[config.mk]
export PLATFORM = sky130hd
export DESIGN_NAME = rspg_guard
export DESIGN_NICKNAME = d
export VERILOG_FILES = /design/src/core/rspg_pkg.sv /design/src/core/rspg_access_dec.sv /design/src/core/rspg_pwd_bank.sv /design/src/core/rspg_guard.sv
export SDC_FILE = /design/constraint.sdc
export NUM_CORES = 1
export LEC_CHECK = 0
export ABC_AREA = 1
export BUFFER_PORTS_ARGS = -buffer_cell sky130_fd_sc_hd__buf_4
export CAP_MARGIN = 20
export CORE_MARGIN = 1
export CORE_UTILIZATION = 32
export DETAILED_ROUTE_END_ITERATION = 12
export SYNTH_ARGS = -nofsm -noshare
export SYNTH_HDL_FRONTEND = slang
export SYNTH_HIERARCHICAL = 1
export SYNTH_SLANG_ARGS = --single-unit
[constraint.sdc]
create_clock -name clk_i -period 1.75 [get_ports clk_i]
set_input_delay 0.35 -clock clk_i [delete_from_list [all_inputs] [get_ports clk_i]]
set_output_delay 0.35 -clock clk_i [all_outputs]
set_load 0.02 [all_outputs]
[src/core/rspg_pkg.sv]
// Package of the sector password guard: field layout, reset values, command
// and state encodings, and the carrier structs for the RF and I2C ports.
// Assumes a single 100 MHz clock domain shared by every user of the package.
package rspg_pkg;
  // Geometry
  localparam int unsigned SECTORS     = 16;
  localparam int unsigned PWD_COUNT   = 3;
  localparam int unsigned PWD_W       = 32;
  // Guard byte field positions
  localparam int unsigned LOCK_BIT    = 0;
  localparam int unsigned PROT_LSB    = 1;
  localparam int unsigned LINK_LSB    = 3;
  localparam logic [7:0]  GUARD_MASK  = 8'h1f;
  // Reset values as delivered
  localparam logic [7:0]  GUARD_RST   = 8'h00;
  localparam logic [31:0] PWD_RST     = 32'h0000_0000;
  // Protection codes
  localparam logic [1:0]  PROT_WR_PWD = 2'h0;
  localparam logic [1:0]  PROT_OPEN   = 2'h1;
  localparam logic [1:0]  PROT_RW_PWD = 2'h2;
  localparam logic [1:0]  PROT_RD_PWD = 2'h3;
  localparam logic [1:0]  LINK_NONE   = 2'h0;
  // Password write cycle length, in clock cycles
  localparam int unsigned PROG_CYCLES = 4;

  typedef enum logic [1:0] {
    RSPG_OP_PWD_WR  = 2'b00,
    RSPG_OP_LOCK    = 2'b01,
    RSPG_OP_PRESENT = 2'b10,
    RSPG_OP_ACCESS  = 2'b11
  } rspg_op_t;

  typedef enum logic [1:0] {
    RSPG_PH_IDLE = 2'b00,
    RSPG_PH_PROG = 2'b01
  } rspg_state_t;

  // Contactless command; data[4:1] carries new lock settings
  typedef struct packed {
    rspg_op_t    op;
    logic [3:0]  sector;
    logic [1:0]  pwd_sel;
    logic        is_write;
    logic [31:0] data;
  } rspg_rf_cmd_t;

  typedef struct packed {
    logic       err;
    logic       rd_ok;
    logic       wr_ok;
    logic [7:0] guard;
  } rspg_rf_rsp_t;

  typedef struct packed {
    logic        rd;
    logic        wr;
    logic [1:0]  word;
    logic [3:0]  be;
    logic [31:0] wdata;
  } rspg_i2c_req_t;
endpackage

[src/core/rspg_access_dec.sv]
// Access decoder: turns one guard byte and the session grant into read and
// write permission. Purely combinational; used for the addressed sector.
`timescale 1ns/1ns
module rspg_access_dec (
  // Sector state
  input  wire logic [7:0] guard_i,
  input  wire logic       presented_i,
  // Permissions
  output logic            rd_ok_o,
  output logic            wr_ok_o
);
  logic [1:0] prot;
  logic       pwd;

  // A sector with no link never sees the presented column
  assign prot = guard_i[rspg_pkg::PROT_LSB +: 2];
  assign pwd  = presented_i && (guard_i[rspg_pkg::LINK_LSB +: 2] != rspg_pkg::LINK_NONE);

  // Protection table
  always_comb begin
    rd_ok_o = 1'b1;
    wr_ok_o = 1'b1;
    if (guard_i[rspg_pkg::LOCK_BIT]) begin
      case (prot)
        rspg_pkg::PROT_WR_PWD: begin
          wr_ok_o = pwd;
        end
        rspg_pkg::PROT_OPEN: begin
          wr_ok_o = 1'b1;
        end
        rspg_pkg::PROT_RW_PWD: begin
          rd_ok_o = pwd;
          wr_ok_o = pwd;
        end
        default: begin
          rd_ok_o = pwd;
          wr_ok_o = 1'b0;
        end
      endcase
    end
  end
endmodule

[src/core/rspg_pwd_bank.sv]
// Password bank: three stored passwords at blocks 1..3 plus a full-width
// comparator. Block 0 is not a password and never matches or stores.
`timescale 1ns/1ns
module rspg_pwd_bank #(
  parameter int unsigned PWD_W = rspg_pkg::PWD_W
) (
  // Clock and reset
  input  wire logic             clk_i,
  input  wire logic             nrst_i,
  // Store port
  input  wire logic             wr_en_i,
  input  wire logic [1:0]       wr_sel_i,
  input  wire logic [PWD_W-1:0] wr_data_i,
  // Compare port
  input  wire logic [1:0]       cmp_sel_i,
  input  wire logic [PWD_W-1:0] cmp_data_i,
  output logic                  match_o
);
  logic [PWD_W-1:0] pwd_q [1:rspg_pkg::PWD_COUNT];

  // Values are live as soon as stored; zero as delivered
  always_ff @(posedge clk_i or negedge nrst_i) begin
    if (!nrst_i) begin
      for (int i = 1; i <= rspg_pkg::PWD_COUNT; i++) begin
        pwd_q[i] <= PWD_W'(rspg_pkg::PWD_RST);
      end
    end else if (wr_en_i && wr_sel_i != 2'h0) begin
      pwd_q[wr_sel_i] <= wr_data_i;
    end
  end

  // Every bit must agree
  assign match_o = (cmp_sel_i != 2'h0) && (pwd_q[cmp_sel_i] == cmp_data_i);
endmodule

[src/core/rspg_guard.sv]
// Sector password guard: sixteen guard bytes, session grants, the RF command
// engine and the I2C system-area port onto the guard bytes.
// Assumes one clock; the I2C password check and all framing live outside.
//
// Summary of operation
// - Guard byte: lock bit0, code 2:1, link 4:3
// - Unlocked open; locked follows protection code table
// - Link field picks none or password one-three
// - Passwords kept at system blocks one to three
// - Password write is only way to change
// - Stored password becomes active after write cycle
// - Password change needs prior valid presentation
// - Passwords are zero and active as delivered
// - Lock writes bits 4:1, forces lock bit
// - New lock settings apply immediately
// - Lock on locked sector answers error
// - Correct presentation grants linked sectors and block
// - Grants last until power loss or presentation
// - Wrong password revokes all granted rights
// - No password counts presented after power-up
// - I2C reads of guard bytes always allowed
// - I2C guard writes need I2C password first
// - I2C guard write resets sector RF access
// - Guard bytes read zero as delivered
// - Access replies also return the guard byte
// - Four guard bytes per word, sector n byte n
`timescale 1ns/1ns
module rspg_guard #(
  parameter int unsigned SECTORS     = rspg_pkg::SECTORS,
  parameter int unsigned PROG_CYCLES = rspg_pkg::PROG_CYCLES
) (
  // Clock and reset
  input  wire logic                   clk_i,
  input  wire logic                   nrst_i,
  // Contactless command port
  input  wire logic                   rf_cmd_valid_i,
  input  wire rspg_pkg::rspg_rf_cmd_t rf_cmd_i,
  output logic                        rf_ready_o,
  output logic                        rf_rsp_valid_o,
  output rspg_pkg::rspg_rf_rsp_t      rf_rsp_o,
  // I2C system area port
  input  wire logic                   system_area_select_i,
  input  wire logic                   i2c_pwd_ok_i,
  input  wire rspg_pkg::rspg_i2c_req_t i2c_req_i,
  output logic                        i2c_ack_o,
  output logic                        i2c_err_o,
  output logic [31:0]                 i2c_rdata_o
);
  // Only the 16-sector map and a write counter that fits 8 bits are served
  if (SECTORS != 16) begin : g_bad_sectors
    $error("rspg_guard serves exactly 16 sectors");
  end
  if (PROG_CYCLES < 1 || PROG_CYCLES > 255) begin : g_bad_prog
    $error("PROG_CYCLES out of range");
  end

  logic [7:0]             guard_q [SECTORS];
  logic [3:0]             granted_q;
  rspg_pkg::rspg_state_t  state_q;
  logic [7:0]             prog_cnt_q;
  logic [1:0]             prog_sel_q;
  logic [31:0]            prog_data_q;
  logic [7:0]             sel_guard;
  logic                   sel_presented;
  logic                   acc_rd_ok;
  logic                   acc_wr_ok;
  logic                   pwd_match;
  logic                   take;
  logic                   lock_ok;
  logic                   pwd_wr_ok;
  logic                   prog_done;
  logic                   i2c_rd;
  logic                   i2c_wr;

  // Command is taken only between write cycles
  assign take      = rf_cmd_valid_i && state_q == rspg_pkg::RSPG_PH_IDLE;
  assign sel_guard = guard_q[rf_cmd_i.sector];
  assign sel_presented = granted_q[sel_guard[rspg_pkg::LINK_LSB +: 2]];
  assign lock_ok   = !sel_guard[rspg_pkg::LOCK_BIT];
  assign pwd_wr_ok = rf_cmd_i.pwd_sel != 2'h0 && granted_q[rf_cmd_i.pwd_sel];
  assign prog_done = state_q == rspg_pkg::RSPG_PH_PROG && prog_cnt_q == 8'h00;
  // Rule 18 is the master's job; without the select the port stays silent
  assign i2c_rd    = system_area_select_i && i2c_req_i.rd;
  assign i2c_wr    = system_area_select_i && i2c_req_i.wr && !i2c_req_i.rd;

  rspg_access_dec u_access_dec (
    .guard_i     (sel_guard),
    .presented_i (sel_presented),
    .rd_ok_o     (acc_rd_ok),
    .wr_ok_o     (acc_wr_ok)
  );

  rspg_pwd_bank #(
    .PWD_W (rspg_pkg::PWD_W)
  ) u_pwd_bank (
    .clk_i      (clk_i),
    .nrst_i     (nrst_i),
    .wr_en_i    (prog_done),
    .wr_sel_i   (prog_sel_q),
    .wr_data_i  (prog_data_q),
    .cmp_sel_i  (rf_cmd_i.pwd_sel),
    .cmp_data_i (rf_cmd_i.data),
    .match_o    (pwd_match)
  );

  // Write cycle sequencer; the bank takes the value on the last cycle
  always_ff @(posedge clk_i or negedge nrst_i) begin
    if (!nrst_i) begin
      state_q     <= rspg_pkg::RSPG_PH_IDLE;
      prog_cnt_q  <= 8'h00;
      prog_sel_q  <= 2'h0;
      prog_data_q <= 32'h0000_0000;
    end else begin
      case (state_q)
        rspg_pkg::RSPG_PH_IDLE: begin
          if (take && rf_cmd_i.op == rspg_pkg::RSPG_OP_PWD_WR && pwd_wr_ok) begin
            state_q     <= rspg_pkg::RSPG_PH_PROG;
            prog_cnt_q  <= 8'(PROG_CYCLES - 1);
            prog_sel_q  <= rf_cmd_i.pwd_sel;
            prog_data_q <= rf_cmd_i.data;
          end
        end
        rspg_pkg::RSPG_PH_PROG: begin
          if (prog_done) begin
            state_q <= rspg_pkg::RSPG_PH_IDLE;
          end else begin
            prog_cnt_q <= prog_cnt_q - 8'h01;
          end
        end
        default: begin
          state_q <= rspg_pkg::RSPG_PH_IDLE;
        end
      endcase
    end
  end

  // Session grants; bit 0 stays clear so unlinked sectors never gain rights
  always_ff @(posedge clk_i or negedge nrst_i) begin
    if (!nrst_i) begin
      granted_q <= 4'h0;
    end else if (take && rf_cmd_i.op == rspg_pkg::RSPG_OP_PRESENT) begin
      if (pwd_match) begin
        granted_q <= 4'h1 << rf_cmd_i.pwd_sel;
      end else begin
        granted_q <= 4'h0;
      end
    end
  end

  // Guard bytes; an I2C write in the same cycle lands after the RF lock
  always_ff @(posedge clk_i or negedge nrst_i) begin
    if (!nrst_i) begin
      for (int s = 0; s < SECTORS; s++) begin
        guard_q[s] <= rspg_pkg::GUARD_RST;
      end
    end else begin
      if (take && rf_cmd_i.op == rspg_pkg::RSPG_OP_LOCK && lock_ok) begin
        guard_q[rf_cmd_i.sector] <= {3'h0, rf_cmd_i.data[4:1], 1'b1};
      end
      if (i2c_wr && i2c_pwd_ok_i) begin
        for (int b = 0; b < 4; b++) begin
          if (i2c_req_i.be[b]) begin
            guard_q[{i2c_req_i.word, 2'(b)}] <=
              i2c_req_i.wdata[8*b +: 8] & rspg_pkg::GUARD_MASK;
          end
        end
      end
    end
  end

  // RF answers: one cycle after take, or at the end of a write cycle
  always_ff @(posedge clk_i or negedge nrst_i) begin
    if (!nrst_i) begin
      rf_rsp_valid_o <= 1'b0;
      rf_rsp_o       <= '0;
    end else begin
      rf_rsp_valid_o <= 1'b0;
      if (prog_done) begin
        rf_rsp_valid_o <= 1'b1;
        rf_rsp_o       <= '0;
      end else if (take) begin
        rf_rsp_valid_o <= !(rf_cmd_i.op == rspg_pkg::RSPG_OP_PWD_WR && pwd_wr_ok);
        rf_rsp_o       <= '0;
        case (rf_cmd_i.op)
          rspg_pkg::RSPG_OP_PWD_WR: begin
            rf_rsp_o.err <= !pwd_wr_ok;
          end
          rspg_pkg::RSPG_OP_LOCK: begin
            rf_rsp_o.err <= !lock_ok;
          end
          rspg_pkg::RSPG_OP_PRESENT: begin
            rf_rsp_o.err <= !pwd_match;
          end
          default: begin
            rf_rsp_o.rd_ok <= acc_rd_ok;
            rf_rsp_o.wr_ok <= acc_wr_ok;
            rf_rsp_o.guard <= sel_guard;
            rf_rsp_o.err   <= rf_cmd_i.is_write ? !acc_wr_ok : !acc_rd_ok;
          end
        endcase
      end
    end
  end

  // Ready drops for the whole write cycle
  always_ff @(posedge clk_i or negedge nrst_i) begin
    if (!nrst_i) begin
      rf_ready_o <= 1'b1;
    end else begin
      rf_ready_o <= (state_q == rspg_pkg::RSPG_PH_IDLE) ? !(take &&
        rf_cmd_i.op == rspg_pkg::RSPG_OP_PWD_WR && pwd_wr_ok) : prog_done;
    end
  end

  // I2C answers one cycle after the request
  always_ff @(posedge clk_i or negedge nrst_i) begin
    if (!nrst_i) begin
      i2c_ack_o   <= 1'b0;
      i2c_err_o   <= 1'b0;
      i2c_rdata_o <= 32'h0000_0000;
    end else begin
      i2c_ack_o <= i2c_rd || i2c_wr;
      i2c_err_o <= i2c_wr && !i2c_pwd_ok_i;
      if (i2c_rd) begin
        i2c_rdata_o <= {guard_q[{i2c_req_i.word, 2'h3}], guard_q[{i2c_req_i.word, 2'h2}],
                        guard_q[{i2c_req_i.word, 2'h1}], guard_q[{i2c_req_i.word, 2'h0}]};
      end
    end
  end

  // Checks
  property p_lock_sets;
    @(posedge clk_i) disable iff (!nrst_i)
    (take && rf_cmd_i.op == rspg_pkg::RSPG_OP_LOCK && lock_ok && !i2c_wr)
      |=> guard_q[$past(rf_cmd_i.sector)] == {3'h0, $past(rf_cmd_i.data[4:1]), 1'b1};
  endproperty
  a_lock_sets: assert property (p_lock_sets) else $error("lock did not set guard");

  property p_lock_locked_err;
    @(posedge clk_i) disable iff (!nrst_i)
    (take && rf_cmd_i.op == rspg_pkg::RSPG_OP_LOCK && !lock_ok)
      |=> rf_rsp_valid_o && rf_rsp_o.err;
  endproperty
  a_lock_locked_err: assert property (p_lock_locked_err) else $error("relock accepted");

  property p_mismatch_revoke;
    @(posedge clk_i) disable iff (!nrst_i)
    (take && rf_cmd_i.op == rspg_pkg::RSPG_OP_PRESENT && !pwd_match) |=> granted_q == 4'h0;
  endproperty
  a_mismatch_revoke: assert property (p_mismatch_revoke) else $error("grant kept");

  property p_match_grant;
    @(posedge clk_i) disable iff (!nrst_i)
    (take && rf_cmd_i.op == rspg_pkg::RSPG_OP_PRESENT && pwd_match)
      |=> granted_q == (4'h1 << $past(rf_cmd_i.pwd_sel)) && rf_rsp_valid_o && !rf_rsp_o.err;
  endproperty
  a_match_grant: assert property (p_match_grant) else $error("grant missing");

  property p_pwd_wr_refused;
    @(posedge clk_i) disable iff (!nrst_i)
    (take && rf_cmd_i.op == rspg_pkg::RSPG_OP_PWD_WR && !pwd_wr_ok)
      |=> rf_rsp_valid_o && rf_rsp_o.err && state_q == rspg_pkg::RSPG_PH_IDLE;
  endproperty
  a_pwd_wr_refused: assert property (p_pwd_wr_refused) else $error("bad pwd write");

  property p_pwd_wr_cycle;
    @(posedge clk_i) disable iff (!nrst_i)
    (take && rf_cmd_i.op == rspg_pkg::RSPG_OP_PWD_WR && pwd_wr_ok)
      |=> !rf_ready_o ##[0:300] (rf_rsp_valid_o && !rf_rsp_o.err && rf_ready_o);
  endproperty
  a_pwd_wr_cycle: assert property (p_pwd_wr_cycle) else $error("write cycle hung");

  property p_unlocked_open;
    @(posedge clk_i) disable iff (!nrst_i)
    (take && rf_cmd_i.op == rspg_pkg::RSPG_OP_ACCESS && !sel_guard[rspg_pkg::LOCK_BIT])
      |=> rf_rsp_o.rd_ok && rf_rsp_o.wr_ok && rf_rsp_o.guard[7:5] == 3'h0;
  endproperty
  a_unlocked_open: assert property (p_unlocked_open) else $error("unlocked refused");

  property p_i2c_rd_ok;
    @(posedge clk_i) disable iff (!nrst_i)
    i2c_rd |=> i2c_ack_o && !i2c_err_o;
  endproperty
  a_i2c_rd_ok: assert property (p_i2c_rd_ok) else $error("i2c read refused");

  property p_i2c_wr_guard;
    @(posedge clk_i) disable iff (!nrst_i)
    (i2c_wr && !i2c_pwd_ok_i) |=> i2c_ack_o && i2c_err_o;
  endproperty
  a_i2c_wr_guard: assert property (p_i2c_wr_guard) else $error("i2c write unguarded");

  property p_guard_bits_zero;
    @(posedge clk_i) disable iff (!nrst_i)
    take |-> sel_guard[7:5] == 3'h0;
  endproperty
  a_guard_bits_zero: assert property (p_guard_bits_zero) else $error("guard top bits set");

  property p_unlinked_no_grant;
    @(posedge clk_i) disable iff (!nrst_i)
    !granted_q[0];
  endproperty
  a_unlinked_no_grant: assert property (p_unlinked_no_grant) else $error("link 0 granted");

  property p_grant_hold;
    @(posedge clk_i) disable iff (!nrst_i)
    !(take && rf_cmd_i.op == rspg_pkg::RSPG_OP_PRESENT) |=> $stable(granted_q);
  endproperty
  a_grant_hold: assert property (p_grant_hold) else $error("grant changed");

  property p_prog_done_rsp;
    @(posedge clk_i) disable iff (!nrst_i)
    prog_done |=> rf_ready_o && rf_rsp_valid_o && !rf_rsp_o.err;
  endproperty
  a_prog_done_rsp: assert property (p_prog_done_rsp) else $error("write end silent");

  property p_lock_rsp_ok;
    @(posedge clk_i) disable iff (!nrst_i)
    (take && rf_cmd_i.op == rspg_pkg::RSPG_OP_LOCK && lock_ok)
      |=> rf_rsp_valid_o && !rf_rsp_o.err;
  endproperty
  a_lock_rsp_ok: assert property (p_lock_rsp_ok) else $error("lock answer wrong");

  property p_access_guard;
    @(posedge clk_i) disable iff (!nrst_i)
    (take && rf_cmd_i.op == rspg_pkg::RSPG_OP_ACCESS)
      |=> rf_rsp_valid_o && rf_rsp_o.guard == $past(sel_guard);
  endproperty
  a_access_guard: assert property (p_access_guard) else $error("guard not returned");

  property p_i2c_wr_lane0;
    @(posedge clk_i) disable iff (!nrst_i)
    (i2c_wr && i2c_pwd_ok_i && i2c_req_i.be[0])
      |=> guard_q[{$past(i2c_req_i.word), 2'h0}] ==
          ($past(i2c_req_i.wdata[7:0]) & rspg_pkg::GUARD_MASK);
  endproperty
  a_i2c_wr_lane0: assert property (p_i2c_wr_lane0) else $error("i2c byte not stored");

  property p_i2c_rd_lane3;
    @(posedge clk_i) disable iff (!nrst_i)
    i2c_rd |=> i2c_rdata_o[31:24] == $past(guard_q[{i2c_req_i.word, 2'h3}]);
  endproperty
  a_i2c_rd_lane3: assert property (p_i2c_rd_lane3) else $error("i2c lane order");
endmodule

==> impl_results.md, run 1 <==
- Total GRT Usage: 0.221
- RSZ-0062 raised after global routing: yes
- Failing checks: negative setup slack
- CP Data Required Time: 2230 ps
- Final Hold Viols: 0
- Die area: 52200 µm²
- Pwr dens: 1030 nW/µm²
- Final HPWL DP: 42600 µm
- Final #Nets: 2640
- Wire per inst: 19.9 µm
- Max cap viols: 0
- Seq cells post-synth: 318
- Kind of critical path: flop to flop
- Initial antenna violation count: 0
- Fmax: 524 MHz
- Status: finished, violations left
- Hold Crit Depth: 2
- Hold Path Class: input port to flop
- Mapped Nets: 2257
- I/O Pins: 133
- CTS Sinks: 318
- Placed cell count: 3125
- Core area: 50400 µm²
- Worst-path clk slew: 60 ps
- Initial core utilization: 0.326
- Worst Tran Pin Value: 827 ps
- Number of remaining DRC errors: 0
- Post-Syn Area: 16400 µm²
- Vias post-DR: 17100
- Hold_sp: rf_cmd_i[16]
- CTS Buf Count: 39
- CTS tree: built
- RR Endpoint: rf_rsp_o[10]$_DFFE_PN0P_
- Tmin final: 1910 ps
- Final Max Tran Viols: 0
- Vias per cell: 5.24
- Pwr Total: 24.9 mW
- Worst setup slack after layout: -157 ps
- Non-filler cells, final: 3254
- Antenna viol nets, final: 0
- Port-buffer cells: 120
- Share of layout cells above drive strength 1: 0.351
- Largest net degree at the start of global routing: 66
- Worst reg-to-reg path cell count: 16
- Final design utilization: 0.477
- Min Hold Slack: 23.9 ps
- Final Cycle Share: 1.09
- First-pass GRT wire length: 90300 µm
- Cell row count: 82
- H-Tree Depth: 2
- Flop2flop setup slack: -160 ps
- Yosys Warn Count: 6
- DP Area: 20000 µm²
- Drt initial violations: 1637
- ANT cells: 0
- CTS max path bufs: 3
- Total Wirelength: 64600 µm
- Design area: 24100 µm²
- Crit Reg-Reg Startpoint: u_pwd_bank/pwd_q[17]$_DFFE_PN0P_
- Area added between synthesis and finish: 46.5%
- Worst clock skew: 36.3 ps
- Leakage: 12.0 nW
- Die H: 229 µm
- Grt ovf: 0
- Root Buffer: clkbuf_16
- Crit path capture type: flop
- # setup viols final: 88
- Vias in the first global route: 16000
- Yosys cell types: 38
- Worst VDD drop: 561 µV
- Startpoint Class: flop
- Syn avg cell area: 7.57 µm²
- Seq/Total Area, Yosys: 0.485
- CP max FO: 2
- Die width: 229 µm
- Cells after synthesis: 2170
- Clk_lat worst skew: 580 ps
- 1st-pass router iterations: 7
- Slew HR: 0.446
- Worst Hold End: prog_data_q[16]$_DFFE_PN0P_
- CP arrival: 2380 ps
- GP Congestion: 0.960
[worst max path at each step]
stage	from	to	slack, ps
after floorplan	rf_cmd_i[35]	rf_rsp_o[10]$_DFFE_PN0P_	-190
after global placement	rf_cmd_i[34]	rf_rsp_o[10]$_DFFE_PN0P_	-560
after detailed placement	rf_cmd_i[34]	rf_rsp_o[10]$_DFFE_PN0P_	-600
after CTS	u_pwd_bank/pwd_q[27]$_DFFE_PN0P_	rf_rsp_o[10]$_DFFE_PN0P_	-80
after global routing	u_pwd_bank/pwd_q[14]$_DFFE_PN0P_	rf_rsp_o[10]$_DFFE_PN0P_	-280
final	u_pwd_bank/pwd_q[17]$_DFFE_PN0P_	rf_rsp_o[10]$_DFFE_PN0P_	-160
[registers in the layout, summed over array words and instances, names as in the netlist, 2 cells and up]
| signal | cells |
|---|---|
| prog_sel_q | 2 |
| granted_q | 4 |
| rf_rsp_o | 11 |
| i2c_rdata_o | 32 |
| u_pwd_bank/pwd_q | 96 |
| guard_q | 128 |
| prog_cnt_q | 8 |
| prog_data_q | 32 |
[per-layer routing]
metal / track usage / wire [µm] / vias to the layer above
li1: - / - / 7802
met1: 0.294 / 26500 / 8276
met2: 0.365 / 30400 / 786
met3: 0.0337 / 4890 / 199
met4: 0.0776 / 2840 / 0
met5: 0 / 0 / -
[worst max-delay path, stage by stage, from the launching register on]
cell     delay (ps)
dfrtp_1         420
inv_1            90
nand2_1          60
nand3_1         100
nand2_1          70
nand2_1          70
nand2_1          60
nor2_1           80
nand2_1          70
nor2_2          110
nand3_2         130
nor2_4          160
o21ai_2          60
nor2_1          110
o21ai_1          80
nand3_1          80
nand2_1          50
[area by class of cell]
cell class                      instances  area [µm²]
Fill cell                            4815       26300
Multi-Input combinational cell       1439        8430
Sequential cell                       318        7960
Clock inverter                         19         224
Clock buffer                           51        1120
Timing Repair Buffer                  430        4240
Tap cell                              672         841
Inverter                              325        1240
[stage by stage]
stage / setup slack (ps) / TNS, ps
2_1_floorplan: -188 / -379
5_1_grt: -280 / -21430
3_5_place_dp: -598 / -60630
3_3_place_gp: -563 / -49260
6_report: -157 / -1780
4_1_cts: -77.3 / -176
[cells by family (layout without fill, tap and decap cells)]
kind of cell	Yosys count	in the layout	share of synthesized area
multiplexers	28	28	0.0192
buffers and inverters	414	825	0.104
XOR/XNOR	7	7	0.00373
adder cells (fa/ha/maj)	1	1	0.000762
AND/OR/NAND/NOR	1092	1093	0.281
flip-flops	318	318	0.485
AO/OA/AOI/OAI	310	310	0.106
[power by group]
group / switching [mW] / internal (mW) / leakage, nW
Clock: 3.44 / 5.13 / 0.670
Sequential: 0.898 / 8.68 / 4.02
Combinational: 3.80 / 2.92 / 7.31
Total: 8.14 / 16.7 / 12.0
[cell usage after synthesis]
| cell | n | area share |
|---|---|---|
| nand4_1 | 77 | 0.029 |
| a22o_1 | 10 | 0.0053 |
| inv_6 | 1 | 0.00053 |
| xor2_1 | 4 | 0.0021 |
| nand2_1 | 666 | 0.15 |
| o211ai_1 | 2 | 0.00091 |
| nor3_2 | 1 | 0.00061 |
| nor2_1 | 129 | 0.029 |
| a41oi_1 | 13 | 0.0069 |
| nor3_1 | 3 | 0.00091 |
| nand2_2 | 11 | 0.0042 |
| nand3b_1 | 4 | 0.0018 |
| buf_12 | 1 | 0.0012 |
| inv_2 | 5 | 0.0011 |
| clkinv_1 | 8 | 0.0018 |
| ha_1 | 1 | 0.00076 |
| buf_1 | 3 | 0.00069 |
| a22oi_1 | 5 | 0.0023 |
| o21ai_0 | 173 | 0.053 |
| o22ai_1 | 38 | 0.014 |
| nor2_2 | 1 | 0.00038 |
| nand2_8 | 1 | 0.0012 |
| clkbuf_1 | 50 | 0.011 |
| mux2_2 | 28 | 0.019 |
| o2111ai_1 | 1 | 0.00053 |
| buf_6 | 12 | 0.0082 |
| a31oi_1 | 30 | 0.011 |
| buf_2 | 19 | 0.0058 |
| a21oi_1 | 33 | 0.010 |
| inv_8 | 1 | 0.00069 |
| xnor2_1 | 3 | 0.0016 |
| o21ai_1 | 5 | 0.0015 |
| nand3_1 | 198 | 0.060 |
| dfstp_2 | 1 | 0.0016 |
| buf_4 | 4 | 0.0018 |
| inv_1 | 310 | 0.071 |
| dfrtp_1 | 317 | 0.48 |
| nor4_1 | 1 | 0.00038 |
[cell usage in the layout, fill, tap and decap left out, types with 5 or more instances in the layout]
| cell type | synthesis | routed |
|---|---|---|
| a21oi_1 | 33 | 30 |
| a22o_1 | 10 | 10 |
| a22oi_1 | 5 | 5 |
| a31oi_1 | 30 | 19 |
| a31oi_4 | 0 | 11 |
| a41oi_1 | 13 | 13 |
| buf_12 | 1 | 37 |
| buf_4 | 4 | 328 |
| buf_6 | 12 | 28 |
| buf_8 | 0 | 18 |
| clkbuf_16 | 0 | 56 |
| clkbuf_8 | 0 | 8 |
| clkinv_1 | 8 | 7 |
| clkinv_2 | 0 | 9 |
| dfrtp_1 | 317 | 317 |
| inv_1 | 310 | 270 |
| inv_2 | 5 | 43 |
| mux2_2 | 28 | 28 |
| nand2_1 | 666 | 536 |
| nand2_2 | 11 | 105 |
| nand2_4 | 0 | 37 |
| nand3_1 | 198 | 83 |
| nand3_2 | 0 | 94 |
| nand3_4 | 0 | 21 |
| nand4_1 | 77 | 77 |
| nor2_1 | 129 | 110 |
| nor2_2 | 1 | 14 |
| nor2_4 | 0 | 6 |
| o21ai_0 | 173 | 77 |
| o21ai_1 | 5 | 61 |
| o21ai_2 | 0 | 40 |
| o22ai_1 | 38 | 38 |
[timing repair]
item | in CTS | in global routing
buffers inserted | 10 | 24
pin swaps | 12 | 116
hold buffers | 2 | 0
endpoints found under the hold margin | 86 | 0
endpoints found under the setup margin | 176 | 250
gates resized for setup | 59 | 531
gates cloned | 2 | 23
Power figures use the tool's default switching activity.
==> run 2: changes to the inputs <==
Settings changed: CORE_UTILIZATION 32 to 53, PLACE_DENSITY from default to 0.75.
==> run 2 against run 1 <==
Effect of this change:
- the flow still finishes with violations (negative setup slack)
- design area fell by 5.9%
- final cell count fell by 9.0%
- sequential power rose by 0.5%
- combinational power fell by 0.9%
- hold slack improved by 27 ps
- sequential share of layout area rose by 2.1 points
- register-to-register slack got worse by 60 ps
- fmax fell by 3.2%
- routed wire length fell by 7.0%
- utilization rose by 26 points
- critical endpoint is now u_pwd_bank/pwd_q[78]$_DFFE_PN0P_
- largest cell class is now flip-flops and latches
==> impl_results.md, run 2 (synthesis results as in run 1) <==
- Wire per inst: 20.3 µm (+2.3%)
- Die area: 31700 µm² (-39%)
- Largest registers: guard_q x128, u_pwd_bank/pwd_q x96
- Commonest non-fill, non-tap cell in the layout: nand2_1
- Antenna viol nets, final: 0 (unchanged)
- RSZ-0062 raised after global routing: yes
- Largest Register: guard_q
- Worst VDD drop: 952 µV (+70%)
- Final HPWL DP: 38800 µm (-8.9%)
- Total Wirelength: 60100 µm (-7.0%)
- Max cap viols: 0 (unchanged)
- Tmin final: 1970 ps (+62.1 ps)
- Max reg flops: 128 (unchanged)
- Die width: 178 µm (-22%)
- Status: finished, violations left
- Slew HR: 0.440 (-0.00564)
- Switching power: 7.86 mW (-3.5%)
- GP Congestion: 1.04 (+8.6%)
- CTS tree: built
- Fmax: 508 MHz (-3.2%)
- Pint: 16.8 mW (+0.28%)
- CP arrival: 2380 ps (about the same)
- Flop pwr share: 0.391 (+0.006)
- Most frequent cells in the layout: nand2_1, buf_4, dfrtp_1
- Vias per cell: 5.85 (+12%)
- Number of remaining DRC errors: 0 (unchanged)
- Die H: 178 µm (-22%)
- Grt ovf: 0 (unchanged)
- ANT cells: 0 (unchanged)
- Failing checks: negative setup slack
- First-pass GRT wire length: 87000 µm (-3.7%)
- # setup viols final: 142 (+61%)
- CTS Sinks: 318 (unchanged)
- Pwr dens: 1090 nW/µm² (+5.3%)
- Core area: 30500 µm² (-39%)
- Final Max Tran Viols: 0 (unchanged)
- Clk_lat worst skew: 530 ps (-50 ps)
- Cell row count: 64 (-22%)
- CP max FO: 8 (+6)
- CP Data Required Time: 2170 ps (-60 ps)
- Kind of critical path: flop to flop
- Port-buffer cells: 120 (unchanged)
- Final design utilization: 0.742 (+0.264)
- Final Cycle Share: 1.13 (+0.0355)
- Crit path capture type: flop
- CTS Buf Count: 36 (-7.7%)
- Final Hold Viols: 0 (unchanged)
- Vias in the first global route: 16500 (+3.1%)
- Vias post-DR: 17300 (+1.5%)
- Area added between synthesis and finish: 37.8%
- Worst Tran Pin Value: 835 ps (+8.40 ps)
- Final setup TNS: -12490 ps (-10710 ps)
- Hold Path Class: input port to flop
- Initial core utilization: 0.538 (+0.212)
- Total GRT Usage: 0.357 (+0.136)
- Worst-path clk slew: 60 ps (about the same)
- Share of layout cells above drive strength 1: 0.303 (-0.0487)
- Largest net degree at the start of global routing: 65 (-1.5%)
- Clock power frac: 0.339 (-0.006)
- Pwr Total: 24.6 mW (-0.96%)
- Combinational power share: 0.271 (about the same)
- Worst setup slack after layout: -219 ps (-62.1 ps)
- Drt initial violations: 2133 (+30%)
- I/O Pins: 133 (unchanged)
- 1st-pass router iterations: 8 (+1)
- CTS max path bufs: 3 (unchanged)
- Startpoint Class: flop
- Root Buffer: clkbuf_16
- Final #Nets: 2625 (-0.57%)
- Min Hold Slack: 50.4 ps (+26.6 ps)
- H-Tree Depth: 2 (unchanged)
- Initial antenna violation count: 0 (unchanged)
- Worst clock skew: 15.9 ps (-20.4 ps)
- Switching Share: 0.319 (-0.00844)
- Leakage: 11.6 nW (-2.9%)
-- run 2: stage by stage --
step	std cells	worst slack [ps]	cell area [µm²]
global placement	2837	-542	19400
finish	2961	-219	22600
CTS	2930	-70.3	21200
global route	2961	-291	22600
detailed placement	2837	-617	19400
floorplan	2170	-188	16500
-- run 2: final cells by class --
class | instances | area (µm²)
repair inverters | 1 | 7.51
flip-flops and latches | 318 | 7960
multi-input cells | 1439 | 7770
inverters | 325 | 1240
clock inverters | 18 | 262
clock buffers | 47 | 1060
well taps | 396 | 495
fillers | 2196 | 7880
repair buffers | 417 | 3830
-- run 2: worst paths after layout --
kind	slack (ps)	endpoint	start	cells after the start
max in group asynchronous	750	guard_q[89]$_DFF_PN0_	nrst_i	3
worst min-delay path	50	guard_q[41]$_DFF_PN0_	i2c_req_i[17]	3
min in group asynchronous	320	u_pwd_bank/pwd_q[18]$_DFFE_PN0P_	nrst_i	2
worst min register to register	480	i2c_rdata_o[0]$_DFFE_PN0P_	i2c_rdata_o[0]$_DFFE_PN0P_	2
worst max register to register	-220	u_pwd_bank/pwd_q[78]$_DFFE_PN0P_	prog_cnt_q[2]$_DFFE_PN0P_	10
worst max-delay path	-220	u_pwd_bank/pwd_q[78]$_DFFE_PN0P_	prog_cnt_q[2]$_DFFE_PN0P_	10
-- run 2: power by group through the flow --
stage | Sequential [mW] | Clock [mW] | Combinational, mW
finish | 9.62 | 8.34 | 6.66
global route | 9.74 | 8.70 | 7.23
CTS | 9.47 | 8.39 | 5.69
detailed placement | 9.56 | 0 | 5.35
global placement | 9.53 | 0 | 5.19
floorplan | 9.55 | 0 | 2.77
-- run 2: per-layer routing --
layer,vias up,global-route usage,part of all wire
li1,7768,-,-
met1,8153,0.446,0.37
met2,1091,0.583,0.46
met3,315,0.0567,0.094
met4,0,0.215,0.074
met5,-,0,0
-- run 2: worst max-delay path, cell delays in order, from the launching register on --
cell and delay [ps]:
dfrtp_1 460, nor2_4 170, nand3_4 90, nor2_4 120, nand3_2 100, inv_2 90
nand3b_1 230, buf_6 250, clkbuf_16 190, nand2_2 70, o21ai_1 60
-- run 2: timing repair --
| action | CTS | global route |
|---|---|---|
| hold buffers | 2 | 0 |
| hold endpoints to repair | 31 | 0 |
| setup buffers | 23 | 19 |
| pin swaps | 34 | 64 |
| resized for setup | 76 | 336 |
| gates cloned | 4 | 14 |
| endpoints found under the setup margin | 160 | 227 |
